--- src/logic/dbg_port_pkg.sv ---
// Constants shared by the debug strobe port and its helpers
package dbg_port_pkg;

	// ----------------------------------------
	// Bus geometry
	// ----------------------------------------
	localparam int unsigned ADDR_W = 4;
	localparam int unsigned DATA_W = 32;
	localparam int unsigned BE_W   = 4;

	// ----------------------------------------
	// Register byte offsets
	// ----------------------------------------
	localparam logic [3:0] OFS_PIN_SELECT = 4'h0;
	localparam logic [3:0] OFS_STATUS     = 4'h4;

	// ----------------------------------------
	// Select register fields
	// ----------------------------------------
	localparam int unsigned SEL_W      = 4;
	localparam int unsigned SEL1_LSB   = 0;
	localparam int unsigned SEL2_LSB   = 8;
	localparam logic [3:0]  SEL_RESET  = 4'hF;

	// ----------------------------------------
	// Status register fields
	// ----------------------------------------
	localparam int unsigned ST_PIN1    = 0;
	localparam int unsigned ST_PIN2    = 1;
	localparam int unsigned ST_CYCLE   = 2;
	localparam int unsigned ST_GUARD   = 3;
	localparam int unsigned ST_STR_LSB = 4;

	// ----------------------------------------
	// Function codes; 4'hE and 4'hF drive low
	// ----------------------------------------
	localparam logic [3:0] FN_STATE_CHANGE = 4'h0;
	localparam logic [3:0] FN_STATIC_SLOT  = 4'h1;
	localparam logic [3:0] FN_MINISLOT     = 4'h2;
	localparam logic [3:0] FN_RX_A         = 4'h3;
	localparam logic [3:0] FN_DYN_SLOT_A   = 4'h4;
	localparam logic [3:0] FN_FRAME_A      = 4'h5;
	localparam logic [3:0] FN_VALID_A      = 4'h6;
	localparam logic [3:0] FN_CYCLE        = 4'h7;
	localparam logic [3:0] FN_MACROTICK    = 4'h8;
	localparam logic [3:0] FN_OFFSET_CORR  = 4'h9;
	localparam logic [3:0] FN_RX_B         = 4'hA;
	localparam logic [3:0] FN_DYN_SLOT_B   = 4'hB;
	localparam logic [3:0] FN_FRAME_B      = 4'hC;
	localparam logic [3:0] FN_VALID_B      = 4'hD;

	// ----------------------------------------
	// Stretched strobe vector indices
	// ----------------------------------------
	localparam int unsigned NUM_STR    = 10;
	localparam int unsigned IX_STATE   = 0;
	localparam int unsigned IX_MINI    = 1;
	localparam int unsigned IX_DYN_A   = 2;
	localparam int unsigned IX_FRAME_A = 3;
	localparam int unsigned IX_VALID_A = 4;
	localparam int unsigned IX_MTICK   = 5;
	localparam int unsigned IX_OFFSET  = 6;
	localparam int unsigned IX_DYN_B   = 7;
	localparam int unsigned IX_FRAME_B = 8;
	localparam int unsigned IX_VALID_B = 9;

	// ----------------------------------------
	// Timing counts in controller clocks / bits
	// ----------------------------------------
	localparam int unsigned HOLD_CYCLES = 3;
	localparam int unsigned VALID_BITS  = 11;

	// Bus slave states
	typedef enum logic [1:0] {
		BUS_IDLE   = 2'b01,
		BUS_ANSWER = 2'b10
	} bus_state_t;

endpackage : dbg_port_pkg

--- src/logic/debug_strobe_port.sv ---
// Protocol debug strobe port: two selectable debug output pins
//
// The address map and register access over Avalon-MM are this design's own decisions.
`timescale 1ns/10ps
module debug_strobe_port #(
	parameter int unsigned STATE_W = 5  // Protocol state code width
) (
	input  wire logic               sys_clk,
	input  wire logic               reset,
	// Avalon-MM slave
	input  wire logic [3:0]         address,
	input  wire logic               read,
	input  wire logic               write,
	input  wire logic [31:0]        writedata,
	input  wire logic [3:0]         byteenable,
	output logic      [31:0]        readdata,
	output logic                    waitrequest,
	// Protocol engine events
	input  wire logic [STATE_W-1:0] protocol_state,
	input  wire logic               static_slot_start,
	input  wire logic               minislot_start,
	input  wire logic               dyn_slot_start_chan_a,
	input  wire logic               dyn_slot_start_chan_b,
	input  wire logic               frame_start_chan_a,
	input  wire logic               frame_start_chan_b,
	input  wire logic               frame_end_chan_a,
	input  wire logic               frame_end_chan_b,
	input  wire logic               frame_ok_chan_a,
	input  wire logic               frame_ok_chan_b,
	input  wire logic               bit_tick_chan_a,
	input  wire logic               bit_tick_chan_b,
	input  wire logic               cycle_start,
	input  wire logic               network_idle_start,
	input  wire logic               macrotick_tick,
	input  wire logic               offset_corr_tick,
	input  wire logic               filtered_rx_chan_a,
	input  wire logic               filtered_rx_chan_b,
	input  wire logic               bus_guardian_attached,
	// Debug pins
	output logic                    debug_output_one,
	output logic                    debug_output_two
);

	// ----------------------------------------
	// Declarations
	// ----------------------------------------
	dbg_port_pkg::bus_state_t bus_state;       // Slave state

	logic [3:0]               sel_pin1;        // Pin one function
	logic [3:0]               sel_pin2;        // Pin two function
	logic [STATE_W-1:0]       state_prev;      // Last protocol state
	logic                     state_primed;    // Prev state is valid
	logic                     state_change;    // Change event pulse
	logic                     static_pulse;    // One-clock slot strobe
	logic                     cycle_level;     // Cycle in progress
	logic                     rx_a;            // Registered RxD A
	logic                     rx_b;            // Registered RxD B
	logic [1:0]               valid_fire;      // Delayed valid pulses
	logic [dbg_port_pkg::NUM_STR-1:0] str_evt; // Raw events
	logic [dbg_port_pkg::NUM_STR-1:0] str_out; // Stretched strobes
	logic [1:0]               pin_q;           // Pin flops
	logic [3:0]               pin_sel [2];     // Select per pin
	logic [1:0]               fend;            // Frame end per channel
	logic [1:0]               fok;             // Frame valid per channel
	logic [1:0]               btick;           // Bit tick per channel
	logic [31:0]              next_readdata;   // Read mux result
	logic                     write_go;        // Write accepted

	// ----------------------------------------
	// Protocol state change detect
	// ----------------------------------------
	// First cycle after reset only primes the history
	always_ff @(posedge sys_clk or posedge reset)
	begin
		if (reset)
		begin
			state_prev   <= '0;
			state_primed <= 1'b0;
			state_change <= 1'b0;
		end
		else
		begin
			state_prev   <= protocol_state;
			state_primed <= 1'b1;
			// Any new code counts as a change
			state_change <= state_primed &&
				(protocol_state != state_prev);
		end
	end

	// ----------------------------------------
	// Static slot start: one clock only
	// ----------------------------------------
	always_ff @(posedge sys_clk or posedge reset)
	begin
		if (reset)
		begin
			static_pulse <= 1'b0;
		end
		else
		begin
			static_pulse <= static_slot_start;
		end
	end

	// ----------------------------------------
	// Communication cycle level
	// ----------------------------------------
	// A cycle start in the idle start cycle wins
	always_ff @(posedge sys_clk or posedge reset)
	begin
		if (reset)
		begin
			cycle_level <= 1'b0;
		end
		else if (cycle_start)
		begin
			cycle_level <= 1'b1;
		end
		else if (network_idle_start)
		begin
			cycle_level <= 1'b0;
		end
	end

	// ----------------------------------------
	// Filtered receive data, unshaped
	// ----------------------------------------
	// One stage keeps latency equal to the strobes
	always_ff @(posedge sys_clk or posedge reset)
	begin
		if (reset)
		begin
			rx_a <= 1'b0;
			rx_b <= 1'b0;
		end
		else
		begin
			rx_a <= filtered_rx_chan_a;
			rx_b <= filtered_rx_chan_b;
		end
	end

	// ----------------------------------------
	// Valid frame indication delay per channel
	// ----------------------------------------
	assign fend  = {frame_end_chan_b, frame_end_chan_a};
	assign fok   = {frame_ok_chan_b, frame_ok_chan_a};
	assign btick = {bit_tick_chan_b, bit_tick_chan_a};

	generate
		for (genvar ch = 0; ch < 2; ch++)
		begin : g_valid
			logic [3:0] bits_seen;  // Bit ticks since frame end
			logic       armed;      // Valid frame awaiting indication

			// Counts bus bits after a valid frame end
			always_ff @(posedge sys_clk or posedge reset)
			begin
				if (reset)
				begin
					bits_seen      <= '0;
					armed          <= 1'b0;
					valid_fire[ch] <= 1'b0;
				end
				else if (fend[ch] && fok[ch])
				begin
					// New valid frame restarts the count
					bits_seen      <= '0;
					armed          <= 1'b1;
					valid_fire[ch] <= 1'b0;
				end
				else if (armed && btick[ch])
				begin
					if (bits_seen ==
						4'(dbg_port_pkg::VALID_BITS - 1))
					begin
						// Eleventh bit after end sequence
						armed          <= 1'b0;
						valid_fire[ch] <= 1'b1;
					end
					else
					begin
						bits_seen      <= bits_seen + 4'h1;
						valid_fire[ch] <= 1'b0;
					end
				end
				else
				begin
					valid_fire[ch] <= 1'b0;
				end
			end
		end
	endgenerate

	// ----------------------------------------
	// Raw events feeding the stretchers
	// ----------------------------------------
	always_comb
	begin
		str_evt = '0;
		str_evt[dbg_port_pkg::IX_STATE]   = state_change;
		str_evt[dbg_port_pkg::IX_MINI]    = minislot_start;
		str_evt[dbg_port_pkg::IX_DYN_A]   = dyn_slot_start_chan_a;
		str_evt[dbg_port_pkg::IX_DYN_B]   = dyn_slot_start_chan_b;
		str_evt[dbg_port_pkg::IX_FRAME_A] = frame_start_chan_a;
		str_evt[dbg_port_pkg::IX_FRAME_B] = frame_start_chan_b;
		str_evt[dbg_port_pkg::IX_VALID_A] = valid_fire[0];
		str_evt[dbg_port_pkg::IX_VALID_B] = valid_fire[1];
		str_evt[dbg_port_pkg::IX_MTICK]   = macrotick_tick;
		str_evt[dbg_port_pkg::IX_OFFSET]  = offset_corr_tick;
	end

	// ----------------------------------------
	// Three-clock stretchers, one per function except static slot, RxD and cycle
	// ----------------------------------------
	generate
		for (genvar i = 0; i < dbg_port_pkg::NUM_STR; i++)
		begin : g_str
			strobe_stretch #(
				.HOLD  (dbg_port_pkg::HOLD_CYCLES),
				.CNT_W (2)
			) u_str (
				.sys_clk     (sys_clk),
				.reset       (reset),
				.event_pulse (str_evt[i]),
				.stretched   (str_out[i])
			);
		end
	endgenerate

	// ----------------------------------------
	// Function select mux
	// ----------------------------------------
	function automatic logic pick(input logic [3:0] code);
		logic v;
		v = 1'b0;
		case (code)
			dbg_port_pkg::FN_STATE_CHANGE: v = str_out[dbg_port_pkg::IX_STATE];
			dbg_port_pkg::FN_STATIC_SLOT:  v = static_pulse;
			dbg_port_pkg::FN_MINISLOT:     v = str_out[dbg_port_pkg::IX_MINI];
			dbg_port_pkg::FN_RX_A:         v = rx_a;
			dbg_port_pkg::FN_DYN_SLOT_A:   v = str_out[dbg_port_pkg::IX_DYN_A];
			dbg_port_pkg::FN_FRAME_A:      v = str_out[dbg_port_pkg::IX_FRAME_A];
			dbg_port_pkg::FN_VALID_A:      v = str_out[dbg_port_pkg::IX_VALID_A];
			dbg_port_pkg::FN_CYCLE:        v = cycle_level;
			dbg_port_pkg::FN_MACROTICK:    v = str_out[dbg_port_pkg::IX_MTICK];
			dbg_port_pkg::FN_OFFSET_CORR:  v = str_out[dbg_port_pkg::IX_OFFSET];
			dbg_port_pkg::FN_RX_B:         v = rx_b;
			dbg_port_pkg::FN_DYN_SLOT_B:   v = str_out[dbg_port_pkg::IX_DYN_B];
			dbg_port_pkg::FN_FRAME_B:      v = str_out[dbg_port_pkg::IX_FRAME_B];
			dbg_port_pkg::FN_VALID_B:      v = str_out[dbg_port_pkg::IX_VALID_B];
			// Unused codes keep the pin low
			default:                       v = 1'b0;
		endcase
		return v;
	endfunction : pick

	assign pin_sel[0] = sel_pin1;
	assign pin_sel[1] = sel_pin2;

	// ----------------------------------------
	// Pin output flops
	// ----------------------------------------
	generate
		for (genvar p = 0; p < 2; p++)
		begin : g_pin
			// Each pin picks its own function
			always_ff @(posedge sys_clk or posedge reset)
			begin
				if (reset)
				begin
					pin_q[p] <= 1'b0;
				end
				else if (bus_guardian_attached)
				begin
					// Pins belong to the guardian
					pin_q[p] <= 1'b0;
				end
				else
				begin
					pin_q[p] <= pick(pin_sel[p]);
				end
			end
		end
	endgenerate

	assign debug_output_one = pin_q[0];
	assign debug_output_two = pin_q[1];

	// ----------------------------------------
	// Register read mux
	// ----------------------------------------
	always_comb
	begin
		next_readdata = '0;
		case (address)
			dbg_port_pkg::OFS_PIN_SELECT:
			begin
				next_readdata[dbg_port_pkg::SEL1_LSB +: 4] = sel_pin1;
				next_readdata[dbg_port_pkg::SEL2_LSB +: 4] = sel_pin2;
			end
			dbg_port_pkg::OFS_STATUS:
			begin
				next_readdata[dbg_port_pkg::ST_PIN1]  = pin_q[0];
				next_readdata[dbg_port_pkg::ST_PIN2]  = pin_q[1];
				next_readdata[dbg_port_pkg::ST_CYCLE] = cycle_level;
				next_readdata[dbg_port_pkg::ST_GUARD] = bus_guardian_attached;
				next_readdata[dbg_port_pkg::ST_STR_LSB +:
					dbg_port_pkg::NUM_STR] = str_out;
			end
			// Unmapped offsets read zero
			default: next_readdata = '0;
		endcase
	end

	// ----------------------------------------
	// Avalon slave handshake
	// ----------------------------------------
	// One wait cycle, then one cycle with waitrequest low
	always_ff @(posedge sys_clk or posedge reset)
	begin
		if (reset)
		begin
			bus_state   <= dbg_port_pkg::BUS_IDLE;
			waitrequest <= 1'b1;
			readdata    <= '0;
		end
		else
		begin
			unique case (bus_state)
				dbg_port_pkg::BUS_IDLE:
				begin
					if (read || write)
					begin
						bus_state   <= dbg_port_pkg::BUS_ANSWER;
						waitrequest <= 1'b0;
						readdata    <= read ? next_readdata : '0;
					end
				end
				dbg_port_pkg::BUS_ANSWER:
				begin
					// Master releases at this edge
					bus_state   <= dbg_port_pkg::BUS_IDLE;
					waitrequest <= 1'b1;
				end
			endcase
		end
	end

	assign write_go = write && !waitrequest;

	// ----------------------------------------
	// Select register write
	// ----------------------------------------
	always_ff @(posedge sys_clk or posedge reset)
	begin
		if (reset)
		begin
			sel_pin1 <= dbg_port_pkg::SEL_RESET;
			sel_pin2 <= dbg_port_pkg::SEL_RESET;
		end
		else if (write_go && (address == dbg_port_pkg::OFS_PIN_SELECT))
		begin
			if (byteenable[0])
			begin
				sel_pin1 <= writedata[dbg_port_pkg::SEL1_LSB +: 4];
			end
			if (byteenable[1])
			begin
				sel_pin2 <= writedata[dbg_port_pkg::SEL2_LSB +: 4];
			end
		end
	end

endmodule : debug_strobe_port

--- src/logic/strobe_stretch.sv ---
// Stretches a one-cycle event into a fixed-length high pulse
`timescale 1ns/10ps
module strobe_stretch #(
	parameter int unsigned HOLD  = dbg_port_pkg::HOLD_CYCLES,
	parameter int unsigned CNT_W = 2
) (
	input  wire logic sys_clk,      // Controller clock
	input  wire logic reset,        // Async reset, active high
	input  wire logic event_pulse,  // One-cycle event
	output logic      stretched     // High for HOLD cycles
);

	localparam logic [CNT_W-1:0] RELOAD = CNT_W'(HOLD - 1);

	logic [CNT_W-1:0] remain;  // Cycles still to hold after this

	// ----------------------------------------
	// Hold counter; a new event restarts it
	// ----------------------------------------
	always_ff @(posedge sys_clk or posedge reset)
	begin
		if (reset)
		begin
			remain    <= '0;
			stretched <= 1'b0;
		end
		else if (event_pulse)
		begin
			// Rising edge marks the event
			remain    <= RELOAD;
			stretched <= 1'b1;
		end
		else if (remain != '0)
		begin
			remain    <= remain - CNT_W'(1);
			stretched <= 1'b1;
		end
		else
		begin
			// Nothing pending: low
			stretched <= 1'b0;
		end
	end

endmodule : strobe_stretch

--- config.mk ---
export PLATFORM = sky130hd
export DESIGN_NAME = debug_strobe_port
export DESIGN_NICKNAME = d
export VERILOG_FILES = /design/src/logic/dbg_port_pkg.sv /design/src/logic/debug_strobe_port.sv /design/src/logic/strobe_stretch.sv
export SDC_FILE = /design/constraint.sdc
export NUM_CORES = 1
export LEC_CHECK = 0
export BUFFER_PORTS_ARGS = -buffer_cell sky130_fd_sc_hd__buf_2
export CAP_MARGIN = 30
export CORE_MARGIN = 2
export CORE_UTILIZATION = 45
export DETAILED_ROUTE_END_ITERATION = 8
export MAX_ROUTING_LAYER = met4
export PLACE_DENSITY = 0.7
export SYNTH_ARGS = -nofsm -noshare
export SYNTH_HDL_FRONTEND = slang
export SYNTH_HIERARCHICAL = 1
export SYNTH_SLANG_ARGS = --single-unit
export TNS_END_PERCENT = 5
--- constraint.sdc ---
create_clock -name sys_clk -period 1.9 [get_ports sys_clk]
set_input_delay 0.38 -clock sys_clk [delete_from_list [all_inputs] [get_ports sys_clk]]
set_output_delay 0.38 -clock sys_clk [all_outputs]
set_load 0.005 [all_outputs]
==> impl_metrics.csv, run 1 <==
group,metric,value,unit
route,vias,2459,
clock_tree,cts_max_path_buffers,2,
sta,final_max_slew_viol_count,0,
cells_and_area,stdcell_area,0.00435,mm²
place,dpl_cell_area,0.00412,mm²
yosys,synth_edf_count,0,
sta,finalSetupViolations,0,
die,rows,33,
sta,fmax,0.607,GHz
grt,antenna_found_initial,0,
sta,period_minus_slack,1.65,ns
route,wl_met1,2940,µm
die,die_height,95.5,µm
clock_tree,htreeDepth,3,
pwr,vdd_drop_max,0.544,mV
worst_setup_path,required,2.12,ns
cells_and_area,layout_common_cells,"dfrtp_1 (70), buf_2 (58), inv_1 (46)",
yosys,yosys_register_bits,79,
yosys,netlist_area,0.00377,mm²
cells_and_area,fin_cells,506,
route,routed-wl-met2,3480,µm
yosys,postSynthAreaPerCell,11.4,µm²
route,viasPerCell,4.86,
clock_tree,cts_root_buffer,"clkbuf_8",
grt,grt_pass1_vias,2521,
pwr,power_density,1270,mW/mm²
cells_and_area,syn_to_final_growth,15.5,%
cells_and_area,final_common_cell,"dfrtp_1",
yosys,ys_seq_area_frac,0.528,
yosys,synthFlopType,"dfrtp_1",
sta,worstMarginPinSlew,0.634,ns
worst_setup_path,crit_fanout,6,
worst_setup_path,critPathLaunch,"sel_pin2[1]",
place,hpwlAfterDp,5260,µm
cells_and_area,fill_cells,712,
die,coreArea,0.00818,mm²
worst_hold_path,min_path_type,"in -> reg",
worst_setup_path,worstSetupEndpointType,"flip-flop",
pwr,power.leakage,2.24,nW
cells_and_area,antenna_cells,0,
route,wl_per_cell,13.6,µm
clock_tree,cts_sinks,79,
die,die_area,0.00912,mm²
yosys,async_flop_share,1.00,
cells_and_area,nNetsFinal,478,
grt,grt-ovfl-total,0,
worst_hold_path,hold_start,"static_slot_start",
route,remaining_drc_errors,0,
sta,tns,0,ns
worst_setup_path,crit_arrival,1.87,ns
place,portBuffers,58,
route,detail-route-antenna-nets,0,
run_status,status,"finished, final reports clean",
grt,grt.total_usage,0.172,
yosys,synth_warnings,6,
die,start_util,0.461,
route,drt-pass1-iter-count,4,
worst_setup_path,reg2reg_slack,0.25,ns
route,maxUsedRoutingLayer,"met4",
sta,period_share,0.867,
yosys,ys_types,43,
route,drt_iter0_markers,144,
sta,finClkSkew,0.0133,ns
place,dpl.cell_count,489,
run,max_cap_violations,0,
grt,grt_max_degree,23,
cells_and_area,drive_above_1_share,0.252,
route,wl_met3,372,µm
grt,grt_pass1_wl,11600,µm
clock_tree,cts_inserted_buffers,9,
sta,rsz0062_at_grt,"false",
route,wl,6870,µm
sta,relSlewSlack,0.577,
worst_setup_path,worstSetupPathType,"reg -> reg",
die,ios,103,
yosys,synthCells,331,
clock_tree,clkTransAtPathRegs,0.08,ns
sta,finalHoldViolCount,0,
worst_setup_path,reg2reg_from,"sel_pin2[1]",
clock_tree,clock_latency,0.34,ns
place,gp_congestion,0.791,
die,die_w,95.5,µm
clock_tree,tritoncts,"yes",
worst_setup_path,crit_path_start_kind,"flip-flop",
-- cell type report --
type                            count  area [µm²]  share of cell area
Clock inverter                      5        81.3              0.0187
Timing Repair Buffer               61         328              0.0753
Sequential cell                    79        1990               0.457
Multi-Input combinational cell    198        1510               0.346
Inverter                           47         176              0.0405
Clock buffer                       11         141              0.0325
Tap cell                          105         131              0.0302
-- through the flow --
stage	worst slack (ns)	utilization	total power, mW	hold slack, ns
finish	0.253	0.532	5.52	0.146
global route	0.157	0.532	5.95	0.124
CTS	0.0909	0.532	5.58	0.126
detailed placement	0.134	0.504	4.19	0.380
global placement	0.217	0.504	4.06	0.375
floorplan	0.338	-	3.77	0.134
-- final timing paths --
path	endpoint	depth (start not counted)
worst max-delay path	debug_output_two	3
worst min-delay path	static_pulse	1
worst max register to register	debug_output_two	3
worst min register to register	g_str[0].u_str/remain[0]	1
max in group asynchronous	readdata[1]	4
min in group asynchronous	g_str[3].u_str/stretched	3
-- report_power, final --
group          leakage, nW  internal [mW]  switching [mW]
clock network        0.110          0.777           0.591
logic                 1.20          0.862           0.733
registers            0.925           2.18           0.374
-- sequential cells by signal (all words and copies together) (netlist names) --
register	cells
debug_output_one	1
cycle_level	1
str_evt	2
debug_output_two	1
g_str.u_str/remain	20
sel_pin1	4
bus_state	2
sel_pin2	4
static_pulse	1
g_valid.armed	2
g_str.u_str/stretched	10
g_valid.bits_seen	8
readdata	14
state_prev	5
rx_a	1
rx_b	1
state_primed	1
state_change	1
-- Yosys cell counts (all sizes together), types with 9 or more instances --
| cell | number | area, µm² |
|---|---|---|
| a21o | 12 | 90.1 |
| buf | 21 | 153 |
| dfrtp | 70 | 1750 |
| dfstp | 9 | 236 |
| ha | 14 | 175 |
| inv | 47 | 176 |
| mux2 | 10 | 113 |
| nand2b | 12 | 75.1 |
| nor2 | 25 | 93.8 |
| nor2b | 9 | 63.8 |
| or2b | 20 | 150 |
| xnor2 | 9 | 78.8 |
| xor2 | 12 | 105 |
-- repair_timing --
| item | in CTS | in global routing |
|---|---|---|
| hold buffers | 1 | 0 |
| setup buffers | 0 | 0 |
| gates resized for setup | 0 | 1 |
| setup endpoints to repair | 0 | 5 |
| endpoints found under the hold margin | 6 | 0 |
-- worst max-delay path, stage by stage, from the launching register on --
cell and delay, ns:
dfstp_2 0.61, mux4_1 0.61, a211oi_2 0.25, a311oi_2 0.05
-- metal layers --
layer	vias up	track usage
met5	-	-
met4	0	0.0595
met3	8	0.0395
met2	79	0.286
met1	1192	0.207
li1	1180	-
-- kinds of logic after synthesis --
family	Yosys count	share of synthesized area
AO/OA/AOI/OAI	36	0.0807
XOR/XNOR	21	0.0488
adder cells (fa/ha/maj)	14	0.0465
buffers and inverters	71	0.0903
flip-flops	79	0.528
multiplexers	16	0.0611
other	2	0.00199
AND/OR/NAND/NOR	92	0.143
(Power assumes the default switching activity.)
==> run 2, diff against run 1 <==
- ABC_AREA: unset -> 1
==> run 2 against run 1 <==
Effect of this change:
- sequential share of layout area fell by 0.76 points
- sequential cell count stayed put
- first-iteration DRC count increased by 17%
- power is 5.4% lower
- synthesized cell count up 40%
- combinational power up 4%
- utilization shrank 1.7 points
- clock skew is 0.0075 ns lower
- critical path depth down 2
- fmax up 14%
- area after synthesis is 4.0% higher
- clock-buffer cell count fell by 2
- critical path type is now reg -> out
==> impl_metrics.csv, run 2 <==
group,metric,value,unit
run_status,status,"finished, final reports clean",
clock_tree,post_cts_buffers,0,
route,wl,7370,µm
worst_setup_path,worstSetupPathType,"reg -> out",
sta,relSlewSlack,0.579,
place,portBuffers,58,
sta,period_minus_slack,1.44,ns
die,die_w,97.3,µm
sta,finalHoldViolCount,0,
worst_setup_path,worstSetupEndpointType,"output port",
cells_and_area,syn_to_final_growth,13.0,%
die,start_util,0.456,
cells_and_area,largest_reg_flops,20,
route,viasPerCell,4.77,
clock_tree,clock_latency,0.35,ns
worst_setup_path,path_delay_family,"flip-flops",
pwr,power_density,1180,mW/mm²
clock_tree,cts_sinks,79,
yosys,postSynthAreaPerCell,8.46,µm²
worst_setup_path,crit_path_start_kind,"flip-flop",
sta,worstMarginPinSlew,0.631,ns
yosys,synthCells,463,
grt,grt_pass1_wl,13000,µm
cells_and_area,largestRegisters,"g_str.u_str/remain (20), readdata (14), g_str.u_str/stretched (10)",
clock_tree,cts.repair.resized,0,
grt,antenna_found_initial,0,
yosys,netlist_area,0.00392,mm²
yosys,synthFlopType,"dfrtp_1",
yosys,synth.area.top_cells,"dfrtp_1 (45%), nand2_1 (10%), nand3_1 (9.2%), inv_1 (6.8%), dfstp_2 (6.0%)",
clock_tree,cts_root_buffer,"clkbuf_8",
cells_and_area,fill_cells,797,
worst_setup_path,cp.buffers_inverters,1,
cells_and_area,layout_common_cells,"nand2_1 (105), nand3_1 (72), inv_1 (70), dfrtp_1 (70), buf_2 (58)",
yosys,yosys_register_bits,79,
grt,grt-ovfl-total,0,
route,vias,3052,
worst_setup_path,crit_fanout,4,
cells_and_area,nNetsFinal,609,
cells_and_area,fin_util,0.515,
worst_setup_path,crit_arrival,1.06,ns
yosys,ys_types,31,
cells_and_area,drive_above_1_share,0.235,
yosys,synth_edf_count,0,
sta,rsz0062_at_grt,"false",
route,drt_iter0_markers,169,
worst_hold_path,min_path_type,"in -> async",
yosys,synth_warnings,6,
clock_tree,clkTransAtPathRegs,0.08,ns
worst_setup_path,required,1.52,ns
die,die_area,0.00947,mm²
sta,tns,0,ns
clock_tree,cts_max_path_buffers,2,
grt,grt_max_degree,23,
grt,grt_pass1_vias,2941,
worst_setup_path,path_cells,"buf_2",
clock_tree,tritoncts,"yes",
yosys,async_flop_share,1.00,
die,coreArea,0.00859,mm²
yosys,ys_seq_area_frac,0.508,
sta,finalSetupViolations,0,
yosys,synth_top_cell_area_share,0.447,
yosys,synth_common_cells,"nand2_1 (105), nand3_1 (72), inv_1 (71), dfrtp_1 (70), nor2_1 (23)",
sta,hold_slack,0.0158,ns
pwr,power.leakage,2.44,nW
place,hpwlAfterDp,5740,µm
cells_and_area,final_common_cell,"nand2_1",
yosys,synth_top_area_cell,"dfrtp_1",
place,gp_congestion,0.944,
sta,finClkSkew,0.00587,ns
route,detail-route-antenna-nets,0,
yosys,synth_most_common_cell,"nand2_1",
cells_and_area,antenna_cells,0,
run,max_cap_violations,0,
grt,grt.total_usage,0.173,
clock_tree,htreeDepth,3,
sta,period_share,0.759,
worst_setup_path,cpMaxStageDelayCell,"dfstp_2",
die,die_height,97.3,µm
route,remaining_drc_errors,0,
cells_and_area,largest_register,"g_str.u_str/remain",
pwr,vdd_drop_max,0.564,mV
sta,final_max_slew_viol_count,0,
clock_tree,cts_inserted_buffers,9,
sta,fmax,0.693,GHz
die,rows,34,
die,ios,103,
route,drt-pass1-iter-count,4,
worst_setup_path,slowest_delay,0.59,ns
clock_tree,holdBufCountCts,0,
route,wl_per_cell,11.5,µm
## run 2: cell types whose count changed in the layout (fill, tap and decap cells not counted), sizes merged, moves of 8 or more
cell	before	now
o21ai	2	10
mux2	10	0
nand2b	12	0
a21o	12	0
xor2	12	3
inv	47	92
nor2b	9	0
nand2	4	108
a222oi	8	0
xnor2	9	1
nand3	1	73
or2b	20	0
## run 2: where the power goes
group	total (mW)	switching [mW]	internal, mW
clock	1.05	0.592	0.461
combinational	1.66	0.991	0.670
sequential	2.51	0.355	2.15
## run 2: area by class of cell
cell class              count  area [µm²]  share of cell area
repair buffers             60         318              0.0718
inverters                  92         345              0.0780
clock inverters             7        40.0             0.00904
clock buffers               9         124              0.0280
multi-input cells         285        1480               0.334
well taps                 108         135              0.0305
flip-flops and latches     79        1990               0.449
## run 2: per-stage QoR
stage | setup WS, ns | std cells | power, mW | cell area [µm²]
finish | 0.458 | 640 | 5.22 | 4430
global route | 0.405 | 640 | 5.69 | 4430
CTS | 0.439 | 640 | 5.27 | 4430
detailed placement | 0.481 | 624 | 4.21 | 4260
global placement | 0.505 | 624 | 4.07 | 4260
floorplan | 0.362 | 480 | 3.76 | 3980
## run 2: layer usage
metal	up-vias	part of all wire	GRT usage	wire length [µm]
met1	1434	0.43	0.201	3160
met4	0	0.010	0.0524	74
met2	79	0.51	0.293	3740
met3	8	0.053	0.0504	390
li1	1531	-	-	-
met5	-	0	-	0
## run 2: worst paths after layout
path                                          from                        to  slack, ns  depth (start not counted)
worst min register to register        state_primed              state_change       0.45                          2
worst max register to register        bus_state[0]               readdata[1]       0.49                          6
max in group asynchronous                    reset               readdata[2]       1.27                          3
worst min-delay path                         reset  g_str[8].u_str/remain[1]       0.02                          2
min in group sys_clk            filtered_rx_chan_a                      rx_a       0.14                          1
worst max-delay path                  bus_state[0]               waitrequest       0.46                          1
## run 2: kinds of logic after synthesis
logic type      Yosys count  share of synthesized area
compound gates           31                     0.0594
fa+ha+maj                14                     0.0447
flops                    79                      0.508
simple gates            217                      0.246
buf+inv                 116                      0.132
other cells               2                    0.00192
xor+xnor                  4                    0.00894
==> run 3, diff against run 2 <==
- ABC_AREA: 1 -> 0
- PLACE_DENSITY: 0.7 -> 0.73
- clock period: 1.9 -> 1.3 ns (I/O delays scaled with it)
==> run 3 against run 2 <==
Effect of this change:
- the flow now finishes with violations (setup timing)
- worst setup slack got worse by 0.73 ns
- non-clock buffer count rose by 23
- global-route usage rose by 0.41 points
- final cell count fell by 18%
- critical path type is now reg -> reg
==> impl_metrics.csv, run 3 (synthesis results as in run 1) <==
group,metric,value,unit
run_status,status,"complete, but fails checks",
run_status,violations,"setup timing",
cells_and_area,antenna_cells,0,
cells_and_area,seqCellArea,0.00199,mm²
grt,grt_pass1_wl,12000,µm
worst_setup_path,r2r.worst_path.cells,4,
pwr,netSwitchingFraction,0.324,
die,start_util,0.461,
cells_and_area,syn_to_final_growth,19.9,%
cells_and_area,layout_common_cells,"dfrtp_1 (70), buf_2 (58), inv_1 (46)",
clock_tree,htreeDepth,3,
cells_and_area,largest_register,"g_str.u_str/remain",
clock_tree,cts_inserted_buffers,9,
worst_hold_path,hold_start,"filtered_rx_chan_a",
worst_hold_path,min_path_type,"in -> reg",
cells_and_area,largestRegisters,"g_str.u_str/remain (20), readdata (14), g_str.u_str/stretched (10)",
pwr,power.leakage,2.35,nW
grt,grt.total_usage,0.177,
route,routed-wl-met2,3610,µm
sta,finalSetupViolations,16,
place,portBuffers,58,
clock_tree,clock_latency,0.35,ns
die,ios,103,
cells_and_area,nNetsFinal,500,
sta,final_max_slew_viol_count,0,
route,maxUsedRoutingLayer,"met4",
worst_setup_path,required,1.53,ns
pwr,combPwrFrac,0.351,
sta,rsz0062_at_grt,"true",
grt,antenna_found_initial,0,
pwr,switching_power,2.59,mW
grt,grt_max_degree,29,
route,wl,6950,µm
die,die_height,95.5,µm
cells_and_area,final_common_cell,"dfrtp_1",
worst_setup_path,worstSetupPathType,"reg -> reg",
worst_setup_path,reg2reg_slack,-0.27,ns
worst_setup_path,rr_endpoint,"debug_output_two",
clock_tree,clkTransAtPathRegs,0.08,ns
pwr,p_seq_frac,0.456,
clock_tree,cts_sinks,79,
sta,layout_setup_ws,-0.270,ns
pwr,vdd_drop_max,0.823,mV
pwr,p_int,5.42,mW
place,hpwlAfterDp,5440,µm
die,die_w,95.5,µm
pwr,clockPowerShare,0.193,
cells_and_area,largest_reg_flops,20,
sta,period_minus_slack,1.57,ns
route,detail-route-antenna-nets,0,
route,remaining_drc_errors,0,
cells_and_area,multi_input_area,0.00156,mm²
worst_hold_path,min_path_cells,1,
die,coreArea,0.00818,mm²
route,wl_met1,2900,µm
die,rows,33,
cells_and_area,stdcell_area,0.00452,mm²
cells_and_area,fill_cells,719,
clock_tree,cts_max_path_buffers,2,
pwr,power_density,1770,mW/mm²
grt,grt_pass1_vias,2667,
sta,finClkSkew,0.00666,ns
worst_setup_path,crit_arrival,1.80,ns
worst_setup_path,worstSetupEndpointType,"flip-flop",
sta,fmax,0.637,GHz
route,wl_met3,355,µm
route,vias,2585,
route,wl_per_cell,13.2,µm
route,viasPerCell,4.90,
sta,finalHoldViolCount,0,
place,dpl_cell_area,0.00428,mm²
cells_and_area,drive_above_1_share,0.317,
worst_setup_path,crit_fanout,5,
route,drt_iter0_markers,76,
sta,tns,-1.37,ns
place,pre_cts_slack,-0.278,ns
grt,grt-ovfl-total,0,
worst_setup_path,reg2reg_from,"sel_pin2[1]",
die,die_area,0.00912,mm²
sta,period_share,1.21,
run,max_cap_violations,0,
place,gp_congestion,0.849,
route,drt-pass1-iter-count,6,
clock_tree,tritoncts,"yes",
worst_hold_path,min_to,"rx_a",
worst_setup_path,crit_path_start_kind,"flip-flop",
clock_tree,cts_root_buffer,"clkbuf_8",
-- run 3: per-layer routing --
metal  track usage  vias to the layer above
met2         0.313                       74
li1              -                     1231
met1         0.198                     1272
met5             -                        -
met4        0.0667                        0
met3        0.0364                        8
-- run 3: power by group through the flow --
stage	clock, mW	combinational [mW]	sequential, mW
5_1_grt	1.70	3.22	3.74
3_5_place_dp	0	2.73	3.70
6_report	1.55	2.81	3.65
3_3_place_gp	0	2.56	3.66
2_1_floorplan	0	1.93	3.63
4_1_cts	1.59	2.80	3.65
-- run 3: critical path, cell delays in order (launching register included) --
cell      delay [ns]
dfstp_2         0.60
mux4_2          0.50
nor2b_4         0.14
a211oi_2        0.16
a311oi_2        0.05
-- run 3: repair_timing --
| item | CTS | global route |
|---|---|---|
| resized for setup | 4 | 9 |
| buffers inserted | 1 | 0 |
| hold buffers | 1 | 0 |
| setup endpoints to repair | 26 | 33 |
| hold endpoints to repair | 37 | 0 |
| pin swaps | 14 | 7 |
-- run 3: cell type report --
cell class,instances,area share
clock buffers,9,0.0274
flip-flops and latches,79,0.440
repair buffers,83,0.111
clock inverters,7,0.00886
inverters,47,0.0390
multi-input cells,198,0.345
well taps,105,0.0291
-- run 3: worst max-delay path by stage --
stage                           start                to  slack (ns)
after global routing      sel_pin2[1]  debug_output_two       -0.33
after detailed placement  sel_pin2[1]  debug_output_two       -0.28
after CTS                 sel_pin2[1]  debug_output_two       -0.28
final                     sel_pin2[1]  debug_output_two       -0.27
after global placement    sel_pin2[1]  debug_output_two       -0.25
after floorplan           sel_pin2[1]  debug_output_two       -0.22
-- run 3: stage by stage --
step,cells,total power [mW],hold slack [ns],utilization
global route,528,8.66,0.0196,0.553
CTS,528,8.04,0.0188,0.548
global placement,510,6.21,0.254,0.524
finish,528,8.01,0.0327,0.553
floorplan,348,5.56,0.0136,-
detailed placement,510,6.43,0.258,0.524
